===== src/core/one_shot_defines.svh =====
`ifndef ONE_SHOT_DEFINES_SVH
`define ONE_SHOT_DEFINES_SVH

// ----------------------------------------------------------------------
// Register byte addresses
// ----------------------------------------------------------------------
`define ADR_CTRL    8'h00
`define ADR_COUNT   8'h04
`define ADR_PERIOD  8'h08
`define ADR_DUTY    8'h0c
`define ADR_STATUS  8'h10
`define ADR_MASK    8'h14
`define ADR_STATE   8'h18

// ----------------------------------------------------------------------
// Field layout and reset values
// ----------------------------------------------------------------------
`define CTRL_W       10
`define CTRL_RST     10'h000
`define CHRST_BIT    31
`define IRQ_N        2
`define CNT_STEP     1
`define BYTE_W       8
`define SEL_W        4
`define DATA_W       32
`define STATE_PH_LSB 1
`define STATE_PH_W   2
`define STATE_LVL_BIT 0
`define CLK_SEL_W    3

`endif


===== src/core/one_shot_pkg.sv =====
package one_shot_pkg;

  // ----------------------------------------------------------------------
  // Channel phases
  // ----------------------------------------------------------------------
  typedef enum logic [1:0] {
    ST_IDLE,
    ST_INITIAL,
    ST_PULSE
  } phase_t;

  // ----------------------------------------------------------------------
  // Control register, bit 0 first from the right
  // ----------------------------------------------------------------------
  typedef struct packed {
    logic [2:0] clk_sel;
    logic       active_high;
    logic [1:0] up_down_count_select;
    logic       single_output_pwm_mode;
    logic       one_shot_trigger_select;
    logic       one_shot_select;
    logic       chan_en;
  } ctrl_t;

  // ----------------------------------------------------------------------
  // Compare trigger pair
  // ----------------------------------------------------------------------
  typedef struct packed {
    logic compare1_trigger;
    logic compare0_trigger;
  } trig_t;

endpackage


===== src/core/compare_unit.sv =====
`timescale 1ns/10ps
module compare_unit #(
  parameter int CNT_W = 16
) (
  // Counter side
  input  wire logic [CNT_W-1:0] count_in,
  input  wire logic [CNT_W-1:0] compare_in,
  input  wire logic             tick_in,
  input  wire logic             running_in,
  // Result
  output logic                  hit_out
);
  `include "one_shot_defines.svh"

  // Compares in every running phase, the initial one included
  assign hit_out = running_in && tick_in &&
                   (count_in == compare_in - CNT_W'(`CNT_STEP));

endmodule


===== src/core/irq_block.sv =====
`timescale 1ns/10ps
module irq_block #(
  parameter int N = 2
) (
  // Clock and reset
  input  wire logic         clk_in,
  input  wire logic         sys_rst_in,
  // Events
  input  wire logic [N-1:0] set_in,
  // Software access
  input  wire logic         clr_wr_in,
  input  wire logic         mask_wr_in,
  input  wire logic [N-1:0] data_in,
  // State
  output logic      [N-1:0] status_out,
  output logic      [N-1:0] mask_out,
  output logic              irq_out
);
  logic [N-1:0] status_nxt;
  logic [N-1:0] mask_nxt;
  logic         irq_nxt;

  // Set wins over a same-cycle write-one clear
  always_comb begin
    status_nxt = status_out;
    mask_nxt   = mask_out;
    if (clr_wr_in) begin
      status_nxt = status_nxt & ~data_in;
    end
    status_nxt = status_nxt | set_in;
    if (mask_wr_in) begin
      mask_nxt = data_in;
    end
    irq_nxt = |(status_nxt & mask_nxt);
  end

  always_ff @(posedge clk_in or posedge sys_rst_in) begin
    if (sys_rst_in) begin
      status_out <= '0;
      mask_out   <= '0;
      irq_out    <= 1'b0;
    end else begin
      status_out <= status_nxt;
      mask_out   <= mask_nxt;
      irq_out    <= irq_nxt;
    end
  end

endmodule


===== src/core/one_shot_channel.sv =====
// Behaviour
// - Count write, trigger select clear: start one-shot, inactive first.
// - Write start: initial phase is period compare minus written count.
// - At period compare minus one: active edge, count clears, counts on.
// - In pulse, at duty compare minus one: inactive edge ends pulse.
// - Both compare units also fire triggers in the initial phase.
// - Every compare trigger sets its pending flag; enabled ones raise interrupt.
// - Trigger select and one-shot select set: chain or capture trigger clears count, starts.
// - Trigger start: initial phase ends at count of period minus one.
// - While enabled with trigger select clear, a new counter write starts another full one-shot.
`timescale 1ns/10ps
module one_shot_channel
  import one_shot_pkg::*;
#(
  parameter int CNT_W = 16,
  parameter int CLK_N = 8
) (
  // Clock and reset
  input  wire logic               clk_in,
  input  wire logic               sys_rst_in,
  // Wishbone slave
  input  wire logic               wb_cyc_in,
  input  wire logic               wb_stb_in,
  input  wire logic               wb_we_in,
  input  wire logic [7:0]         wb_adr_in,
  input  wire logic [3:0]         wb_sel_in,
  input  wire logic [31:0]        wb_dat_in,
  output logic      [31:0]        wb_dat_out,
  output logic                    wb_ack_out,
  // Cluster clock enables and start triggers
  input  wire logic [CLK_N-1:0]   clk_en_in,
  input  wire logic               chain_trigger_in,
  input  wire logic               external_capture_trigger_in,
  // Channel outputs
  output logic                    pwm_out,
  output logic                    sequencer_output_path_out,
  output logic                    chain_trigger_out,
  output logic                    compare0_trigger_out,
  output logic                    compare1_trigger_out,
  output logic                    irq_out
);
  `include "one_shot_defines.svh"

  // ----------------------------------------------------------------------
  // Elaboration checks
  // ----------------------------------------------------------------------
  if (CNT_W < 2 || CNT_W > `DATA_W) begin : g_bad_cnt_w
    $error("CNT_W must lie between 2 and 32");
  end
  if (CLK_N < 1 || CLK_N > (1 << `CLK_SEL_W)) begin : g_bad_n
    $error("CLK_N must lie between 1 and 8");
  end
  if ($bits(ctrl_t) != `CTRL_W) begin : g_bad_ctrl
    $error("Control layout and its width constant disagree");
  end

  // ----------------------------------------------------------------------
  // Declarations
  // ----------------------------------------------------------------------
  ctrl_t             ctrl_r;
  ctrl_t             ctrl_nxt;
  logic [CNT_W-1:0]  period_r;
  logic [CNT_W-1:0]  period_nxt;
  logic [CNT_W-1:0]  duty_r;
  logic [CNT_W-1:0]  duty_nxt;
  logic [CNT_W-1:0]  cnt_r;
  logic [CNT_W-1:0]  cnt_nxt;
  phase_t            phase_r;
  phase_t            phase_nxt;
  logic              level_r;
  logic              level_nxt;
  logic              ack_nxt;
  logic [31:0]       rdata_nxt;
  logic              pwm_nxt;
  trig_t             trig_nxt;
  logic [31:0]       wmask;
  logic              req;
  logic              wr;
  logic              wr_ctrl;
  logic              wr_cnt;
  logic              chan_rst;
  logic              tick;
  logic              running;
  logic [31:0]       cur_word;
  logic [31:0]       new_word;
  logic [CNT_W-1:0]  cmp_val [`IRQ_N];
  logic [`IRQ_N-1:0] hit;
  logic [`IRQ_N-1:0] status;
  logic [`IRQ_N-1:0] mask;
  logic              wr_period;
  logic              wr_duty;
  logic              wr_status;
  logic              wr_mask;
  logic              sw_start;
  logic              hw_start;
  logic [31:0]       state_word;
  logic [`IRQ_N-1:0] irq_wdata;

  // ----------------------------------------------------------------------
  // Bus decode
  // ----------------------------------------------------------------------
  // Writes land on the edge where the master sees ack, never earlier
  assign req      = wb_cyc_in && wb_stb_in;
  assign wr       = req && wb_we_in && wb_ack_out;
  assign wr_ctrl  = wr && (wb_adr_in == `ADR_CTRL);
  assign wr_cnt   = wr && (wb_adr_in == `ADR_COUNT);
  assign chan_rst = wr_ctrl && wb_sel_in[`SEL_W-1] && wb_dat_in[`CHRST_BIT];
  assign wr_period = wr && (wb_adr_in == `ADR_PERIOD);
  assign wr_duty   = wr && (wb_adr_in == `ADR_DUTY);
  assign wr_status = wr && (wb_adr_in == `ADR_STATUS);
  assign wr_mask   = wr && (wb_adr_in == `ADR_MASK);

  for (genvar b = 0; b < `SEL_W; b++) begin : g_lane
    assign wmask[b*`BYTE_W +: `BYTE_W] = {`BYTE_W{wb_sel_in[b]}};
  end

  // Phase and level readback at fixed bit positions
  always_comb begin
    state_word                               = '0;
    state_word[`STATE_LVL_BIT]               = level_r;
    state_word[`STATE_PH_LSB +: `STATE_PH_W] = phase_r;
  end

  always_comb begin
    case (wb_adr_in)
      `ADR_CTRL:   cur_word = `DATA_W'(ctrl_r);
      `ADR_COUNT:  cur_word = `DATA_W'(cnt_r);
      `ADR_PERIOD: cur_word = `DATA_W'(period_r);
      `ADR_DUTY:   cur_word = `DATA_W'(duty_r);
      `ADR_STATUS: cur_word = `DATA_W'(status);
      `ADR_MASK:   cur_word = `DATA_W'(mask);
      `ADR_STATE:  cur_word = state_word;
      default:     cur_word = '0;
    endcase
  end

  assign new_word = (cur_word & ~wmask) | (wb_dat_in & wmask);

  // A write-one clear must not mistake merged read-back bits for ones
  assign irq_wdata = wr_status ?
                     (wb_dat_in[`IRQ_N-1:0] & wmask[`IRQ_N-1:0]) :
                     new_word[`IRQ_N-1:0];

  // ----------------------------------------------------------------------
  // Bus answer and configuration registers
  // ----------------------------------------------------------------------
  always_comb begin
    ack_nxt    = req && !wb_ack_out;
    rdata_nxt  = ack_nxt ? cur_word : '0;
    ctrl_nxt   = ctrl_r;
    period_nxt = period_r;
    duty_nxt   = duty_r;
    if (wr_ctrl) begin
      ctrl_nxt = ctrl_t'(new_word[`CTRL_W-1:0]);
    end
    if (wr_period) begin
      period_nxt = new_word[CNT_W-1:0];
    end
    if (wr_duty) begin
      duty_nxt = new_word[CNT_W-1:0];
    end
  end

  always_ff @(posedge clk_in or posedge sys_rst_in) begin
    if (sys_rst_in) begin
      wb_ack_out <= 1'b0;
      wb_dat_out <= '0;
      ctrl_r     <= ctrl_t'(`CTRL_RST);
      period_r   <= '0;
      duty_r     <= '0;
    end else begin
      wb_ack_out <= ack_nxt;
      wb_dat_out <= rdata_nxt;
      ctrl_r     <= ctrl_nxt;
      period_r   <= period_nxt;
      duty_r     <= duty_nxt;
    end
  end

  // ----------------------------------------------------------------------
  // Clock enable and compare units
  // ----------------------------------------------------------------------
  // An out-of-range selection gives no enable rather than an X index
  assign tick    = (int'(ctrl_r.clk_sel) < CLK_N) &&
                   clk_en_in[ctrl_r.clk_sel];
  assign running = ctrl_r.chan_en && (phase_r != ST_IDLE);
  assign cmp_val[0] = period_r;
  assign cmp_val[1] = duty_r;

  for (genvar g = 0; g < `IRQ_N; g++) begin : g_cmp
    compare_unit #(
      .CNT_W      (CNT_W)
    ) u_cmp (
      .count_in   (cnt_r),
      .compare_in (cmp_val[g]),
      .tick_in    (tick),
      .running_in (running),
      .hit_out    (hit[g])
    );
  end

  // ----------------------------------------------------------------------
  // Start decode
  // ----------------------------------------------------------------------
  // Trigger inputs count only with trigger select set, so a stray chain
  // pulse cannot restart a software-timed shot
  assign sw_start = wr_cnt && !ctrl_r.one_shot_trigger_select;
  assign hw_start = ctrl_r.one_shot_trigger_select &&
                    ctrl_r.one_shot_select &&
                    (chain_trigger_in || external_capture_trigger_in);

  // ----------------------------------------------------------------------
  // Counter and phase sequencing
  // ----------------------------------------------------------------------
  always_comb begin
    cnt_nxt   = cnt_r;
    phase_nxt = phase_r;
    level_nxt = level_r;
    if (chan_rst || !ctrl_r.chan_en) begin
      cnt_nxt   = chan_rst ? '0 : cnt_r;
      phase_nxt = ST_IDLE;
      level_nxt = 1'b0;
    end else if (sw_start) begin
      // Every write restarts from a clean initial phase
      cnt_nxt   = new_word[CNT_W-1:0];
      phase_nxt = ST_INITIAL;
      level_nxt = 1'b0;
    end else if (hw_start) begin
      cnt_nxt   = '0;
      phase_nxt = ST_INITIAL;
      level_nxt = 1'b0;
    end else if (!ctrl_r.one_shot_select && phase_r == ST_IDLE) begin
      cnt_nxt   = '0;
      phase_nxt = ST_PULSE;
      level_nxt = 1'b1;
    end else if (tick && phase_r != ST_IDLE) begin
      if (hit[0]) begin
        cnt_nxt = '0;
        if (phase_r == ST_INITIAL || !ctrl_r.one_shot_select) begin
          phase_nxt = ST_PULSE;
          level_nxt = 1'b1;
        end else begin
          phase_nxt = ST_IDLE;
          level_nxt = 1'b0;
        end
      end else begin
        cnt_nxt = cnt_r + CNT_W'(`CNT_STEP);
        if (hit[1] && phase_r == ST_PULSE) begin
          level_nxt = 1'b0;
        end
      end
    end
    pwm_nxt = ctrl_r.active_high ? level_nxt : !level_nxt;
    trig_nxt.compare0_trigger = hit[0];
    trig_nxt.compare1_trigger = hit[1];
  end

  always_ff @(posedge clk_in or posedge sys_rst_in) begin
    if (sys_rst_in) begin
      cnt_r                     <= '0;
      phase_r                   <= ST_IDLE;
      level_r                   <= 1'b0;
      pwm_out                   <= 1'b0;
      sequencer_output_path_out <= 1'b0;
      chain_trigger_out         <= 1'b0;
      compare0_trigger_out      <= 1'b0;
      compare1_trigger_out      <= 1'b0;
    end else begin
      cnt_r                     <= cnt_nxt;
      phase_r                   <= phase_nxt;
      level_r                   <= level_nxt;
      pwm_out                   <= pwm_nxt;
      // Sequencer copy stays valid in every count mode
      sequencer_output_path_out <= pwm_nxt;
      chain_trigger_out         <= trig_nxt.compare0_trigger;
      compare0_trigger_out      <= trig_nxt.compare0_trigger;
      compare1_trigger_out      <= trig_nxt.compare1_trigger;
    end
  end

  // ----------------------------------------------------------------------
  // Pending flags and interrupt
  // ----------------------------------------------------------------------
  irq_block #(
    .N          (`IRQ_N)
  ) u_irq (
    .clk_in     (clk_in),
    .sys_rst_in (sys_rst_in),
    .set_in     ({trig_nxt.compare1_trigger,
                  trig_nxt.compare0_trigger}),
    .clr_wr_in  (wr_status),
    .mask_wr_in (wr_mask),
    .data_in    (irq_wdata),
    .status_out (status),
    .mask_out   (mask),
    .irq_out    (irq_out)
  );

endmodule


===== config.mk =====
export PLATFORM = sky130hd
export DESIGN_NAME = one_shot_channel
export DESIGN_NICKNAME = d
export VERILOG_FILES = /design/src/core/one_shot_pkg.sv /design/src/core/compare_unit.sv /design/src/core/irq_block.sv /design/src/core/one_shot_channel.sv
export VERILOG_INCLUDE_DIRS = /design/src /design/src/core
export SDC_FILE = /design/constraint.sdc
export NUM_CORES = 1
export LEC_CHECK = 0
export BUFFER_PORTS_ARGS = -buffer_cell sky130_fd_sc_hd__buf_2
export CAP_MARGIN = 20
export CELL_PAD_IN_SITES_DETAIL_PLACEMENT = 1
export CELL_PAD_IN_SITES_GLOBAL_PLACEMENT = 1
export CORE_MARGIN = 5
export CORE_UTILIZATION = 35
export CTS_BUF_LIST = sky130_fd_sc_hd__clkbuf_4 sky130_fd_sc_hd__clkbuf_8 sky130_fd_sc_hd__clkbuf_16
export DETAILED_ROUTE_END_ITERATION = 8
export PLACE_DENSITY = 0.67
export SETUP_SLACK_MARGIN = 0.4
export SLEW_MARGIN = 10
export SYNTH_ARGS = -nofsm -noshare
export SYNTH_HDL_FRONTEND = slang
export SYNTH_SLANG_ARGS = --single-unit

===== constraint.sdc =====
create_clock -name clk_in -period 4.2 [get_ports clk_in]
set_input_delay 0.42 -clock clk_in [delete_from_list [all_inputs] [get_ports clk_in]]
set_output_delay 0.42 -clock clk_in [all_outputs]
set_load 0.005 [all_outputs]

; ---- After elaboration in Yosys (flattened, before gate mapping)
; Cells that the tools add are included.
[word_totals]
out_inout_bits = 39
in_bits = 59
latchBits = 0
word_cells = 112
rom_bits = 0
mem_count = 0
reg_bits = 102
ram_bits = 0
[classes]
n_bitwise = 9
n_eq_ne = 11
n_lt_le_gt_ge = 1
shift = 0
n_mux = 30
add_sub_neg = 3
reduce_logical = 38
n_mul = 0
n_div = 0
[op_table]
columns = op, n
row1 = 16-bit 2-to-1 mux, 7
row2 = 16-bit one-hot mux with 7 select lines, 1
row3 = 16-bit bitwise AND, 2
row4 = 16-bit == test, 2
row5 = 32-bit 2-to-1 mux, 1
row6 = "16-bit by 1-bit subtractor with 16-bit output, second input constant", 2
row7 = "8-bit by 5-bit == test with 1-bit output, second input constant", 3
row8 = 1-bit logical AND, 22
row9 = 2-bit 2-to-1 mux, 10
row10 = "16-bit by 1-bit adder with 16-bit output, second input constant", 1
row11 = "8-bit by 4-bit == test with 1-bit output, second input constant", 2
row12 = 16-bit inverter, 1
row13 = 16-bit OR, 1
row14 = 1-bit 2-to-1 mux, 10
row15 = 5-bit nonzero test, 2
row16 = "8-bit by 3-bit == test with 1-bit output, second input constant", 1
row17 = 8-bit zero test, 1
row18 = 2-bit bitwise AND, 3
row19 = 1-bit zero test, 5
row20 = "3-bit by 4-bit < comparator with 1-bit output, second input constant", 1
row21 = 2-bit AND reduction, 2
row22 = 1-bit binary-select mux with 3-bit select, 1
row23 = 1-bit logical OR, 3
row24 = "2-bit by 1-bit == test with 1-bit output, second input constant", 1
row25 = other kinds (7), 7

; ---- Depth between registers and ports, before layout
[depth]
ltp_word = 14
depth_mapped = 12
mapped_depth_nobuf = 12

; ---- Hierarchy
; Synthesis repeated with hierarchy kept, for this count alone.
[unflattened]
cells_unflattened = 627
area_unflattened_um2 = 5913.2
[modules_own_cells]
columns = mod, cells_per_inst, n_inst, area_each_um2
row1 = one_shot_channel, 446, 1, 4521.8
row2 = compare_unit, 84, 2, 600.6
row3 = irq_block, 13, 1, 190.2

; ---- Least setup slack after synthesis
; OpenSTA, ideal clock, no wires.
[synth_path]
path_kind = register to register
from = register period_r[0]
to = register sequencer_output_path_out
setup_slack_ns = 0.648
path_buffers = 0
arrival_ns = 3.428
period_less_slack_ns = 3.552
setup_time_ns = 0.123
stages_incl_launch_ff = 12
cell_sequence = dfrtp_1 inv_1 ha_1 or4b_2 nor4_1 xnor2_1 o21ai_0 or4_4 or3_4 mux2i_1 a211o_2 xnor2_2
[synth_via]
elab_chain_len = 11
[synth_lines]
columns = item, line
row1 = start: declaration, one_shot_channel.sv:62  ; logic [CNT_W-1:0] period_r;
row2 = start signal: assignment, one_shot_channel.sv:175  ; period_r <= period_nxt;
row3 = 16-bit by 1-bit subtractor with 16-bit output (*), compare_unit.sv:17  ; (count_in == compare_in - CNT_W'(`CNT_STEP));
row4 = 16-bit == test (*), compare_unit.sv:17
row5 = 1-bit logical AND (*), compare_unit.sv:16  ; assign hit_out = running_in && tick_in &&
row6 = 1-bit 2-to-1 mux (*), one_shot_channel.sv:237  ; if (hit[0]) begin
row7 = 1-bit 2-to-1 mux (*), one_shot_channel.sv:236  ; end else if (tick && phase_r != ST_IDLE) begin
row8 = 1-bit 2-to-1 mux (*), one_shot_channel.sv:232  ; end else if (!ctrl_r.one_shot_select && phase_r == ST_IDLE) begin
row9 = 1-bit 2-to-1 mux (*), one_shot_channel.sv:228  ; end else if (hw_start) begin
row10 = 1-bit 2-to-1 mux (*), one_shot_channel.sv:223  ; end else if (sw_start) begin
row11 = 1-bit 2-to-1 mux (*), one_shot_channel.sv:219  ; if (chan_rst || !ctrl_r.chan_en) begin
row12 = named net level_nxt, one_shot_channel.sv:71  ; logic level_nxt;
row13 = 1-bit zero test, one_shot_channel.sv:253  ; pwm_nxt = ctrl_r.active_high ? level_nxt : !level_nxt;
row14 = 1-bit 2-to-1 mux (*), one_shot_channel.sv:253
row15 = named net pwm_nxt, one_shot_channel.sv:74  ; logic pwm_nxt;
row16 = end signal: assignment, one_shot_channel.sv:274  ; sequencer_output_path_out <= pwm_nxt;
row17 = end: declaration, one_shot_channel.sv:36  ; output logic sequencer_output_path_out,
; Mark *: on every way through the listed nets, which the timed path passes. The rest lies on a longest branch.
; A chain may end at the register's enable or synchronous reset.

; ---- Final worst setup path
[layout_path]
from = register period_r[6]
to = register sequencer_output_path_out
; Same word-level chain as after synthesis.

==> qor.csv <==
metric;value;unit
portBuffers;65;
die_y;136;um
synth_cell_types;65;
vias;5098;
async_flop_share;100;%
cts_buffers;9;
antenna_found_initial;0;
synth.top_cell.area_share;38.9;%
startpoint_type;flop;
endpoint_kind;flop;
r2r_setup_slack;0.53;ns
ios;98;
yosysTopAreaCell;dfrtp_1;
max-cap-violations;0;
fin_nets;754;
syn_inst;657;
grt_max_degree;58;
hold_class;primary input to asynchronous set/reset pin;
p_leak;2.89;nW
fp.dieW;136;um
remaining_drc_errors;0;
core_area;0.0157;mm^2
diodes;0;
fmax;273;MHz
crit_arrival;3.90;ns
row_count;46;
hold_viol_final;0;
crit_required;4.43;ns
crit_type;flop to flop;
tritoncts;built;
period_minus_slack;3.67;ns
yosys-top-cells-count;nand2_1, dfrtp_1, o21ai_0, nor2_1, clkbuf_1;
clkTransAtPathRegs;0.06;ns
grt_pass1_vias;5317;
setup_violations;0;
dp_hpwl;13700;um
crit_fanout;9;
tightest_slew;1.03;ns
routed_wl;18200;um
yosysWarnings;0;
detail-route-antenna-nets;0;
post_cts_buffers;0;
synth_area;0.00553;mm^2
vias_per_cell;5.58;
dp_slack;0.274;ns
r2r_start;period_r[6]$_DFFE_PP0P_;
overflow;0;
drv_slew;0;
p_per_area;291;mW/mm^2
synth_top_cells_by_area;dfrtp_1, o21ai_0, nand2_1;
grt_usage;20.3;%
area_growth;13.9;%
fin_crit_sh;87.4;%
htree_levels;3;
rsz0062_at_grt;no;
wl_per_cell;19.9;um
synth_edf_count;0;
outcome;completed;
drive_gt1_share;16.2;%
yosys_most_used_dff;dfrtp_1;
yosysMostFrequentCell;nand2_1;
drtPass1Iterations;5;
totalNegativeSetupSlack;0;ns
yosysSeqAreaShare;38.9;%
worst_slack;0.531;ns
initial_core_util;35.2;%
reg2reg_to;sequencer_output_path_out$_DFF_PP0_;
slew_headroom;31.0;%
clockBufferDepth;2;
die_area;0.0184;mm^2
reg2reg_depth;9;
cts-root-buf;clkbuf_16;
grt_first_pass_wirelength;29000;um
gp_congestion;0.907;
peakVddDrop;0.202;mV
avgSynthCellArea;8.42;um^2
cts-hold-fix-buffers;0;
clock_skew;0.00592;ns
clock_sinks;86;
synth_seq_cells;86;
clock_latency;0.35;ns
initialDrtViolationCount;347;
critical path, cell delays in order, from the launching register on:
cell     delay, ns
dfrtp_1       0.47
or4_1         0.72
nand2_2       0.12
nand4_1       0.07
or4_1         0.51
or4_4         0.55
or3_4         0.46
mux2i_1       0.15
a211o_2       0.36
xnor2_2       0.13
worst max-delay path by stage:
stage / end / slack, ns / from / cells after the start
finish: sequencer_output_path_out$_DFF_PP0_ / 0.53 / period_r[6]$_DFFE_PP0P_ / 9
global route: sequencer_output_path_out$_DFF_PP0_ / 0.40 / period_r[6]$_DFFE_PP0P_ / 9
CTS: sequencer_output_path_out$_DFF_PP0_ / 0.51 / period_r[0]$_DFFE_PP0P_ / 11
detailed placement: sequencer_output_path_out$_DFF_PP0_ / 0.27 / period_r[0]$_DFFE_PP0P_ / 11
global placement: sequencer_output_path_out$_DFF_PP0_ / 0.41 / period_r[0]$_DFFE_PP0P_ / 11
floorplan: sequencer_output_path_out$_DFF_PP0_ / 0.65 / period_r[0]$_DFFE_PP0P_ / 11
sequential cells by signal (all words and copies together), names as in the netlist, 2 cells and up:
register          cells
u_irq.mask_out        2
cnt_r                16
period_r             16
phase_r               2
ctrl_r               10
u_irq.status_out      2
wb_dat_out           16
duty_r               16
cell type report:
class | instances | area (um^2)
clock buffer | 11 | 246
clock inverter | 5 | 81.3
fill | 1917 | 9410
inverter | 19 | 77.6
multi-input combinational | 502 | 3060
sequential | 86 | 2150
tap | 216 | 270
timing repair buffer | 74 | 409
layer usage:
metal	part of all wire (%)	vias up	track usage, %
li1	-	2379	-
met1	42	2569	24.8
met2	51	121	35.5
met3	4.4	29	3.49
met4	3.1	0	8.06
met5	0	-	0
metrics by stage:
stage               instance area [um^2]  total power, W  instances  utilization [%]  hold WS (ns)
finish                              6300         0.00183        913             40.1        0.0796
global route                        6300         0.00190        913             40.1         0.121
CTS                                 6260         0.00185        912             39.8         0.325
detailed placement                  5920        0.000951        896             37.7         0.474
global placement                    5920        0.000948        896             37.7         0.464
floorplan                           5590        0.000915        672                -         0.449
logic make-up (layout without fill, tap and decap cells):
logic type | count (synthesis) | after routing | synth area share (%)
adder cells (fa/ha/maj) | 3 | 3 | 0.679
XOR/XNOR | 38 | 38 | 6.15
buffers and inverters | 84 | 109 | 7.26
AND/OR/NAND/NOR | 251 | 251 | 22.7
other | 1 | 16 | 0.0678
multiplexers | 29 | 29 | 5.50
flip-flops | 86 | 86 | 38.9
AO/OA/AOI/OAI | 165 | 165 | 18.7
repair_timing:
| item | in CTS | in global routing |
|---|---|---|
| setup endpoints to repair | 14 | 11 |
| resized for setup | 2 | 5 |
| hold endpoints to repair | 0 | 0 |
where the power goes:
part           total (W)  leakage, nW  switching [W]  internal, W
Clock           0.000893        0.160       0.000348     0.000545
Sequential      0.000832         1.20     0.00000224     0.000830
Combinational   0.000105         1.53      0.0000719    0.0000336
layout by cell type (no fill, tap or decap), types with 9 or more instances in the layout:
cell / count
a21oi_1: 29
and3_1: 12
buf_2: 65
clkbuf_16: 9
conb_1: 16
dfrtp_1: 86
inv_1: 17
mux2i_1: 27
nand2_1: 91
nand2b_1: 14
nand3_1: 18
nor2_1: 42
nor3_1: 14
nor4_1: 9
o21ai_0: 76
o221ai_1: 10
xnor2_1: 21
xor2_1: 16
Power figures use the tool's default switching activity.
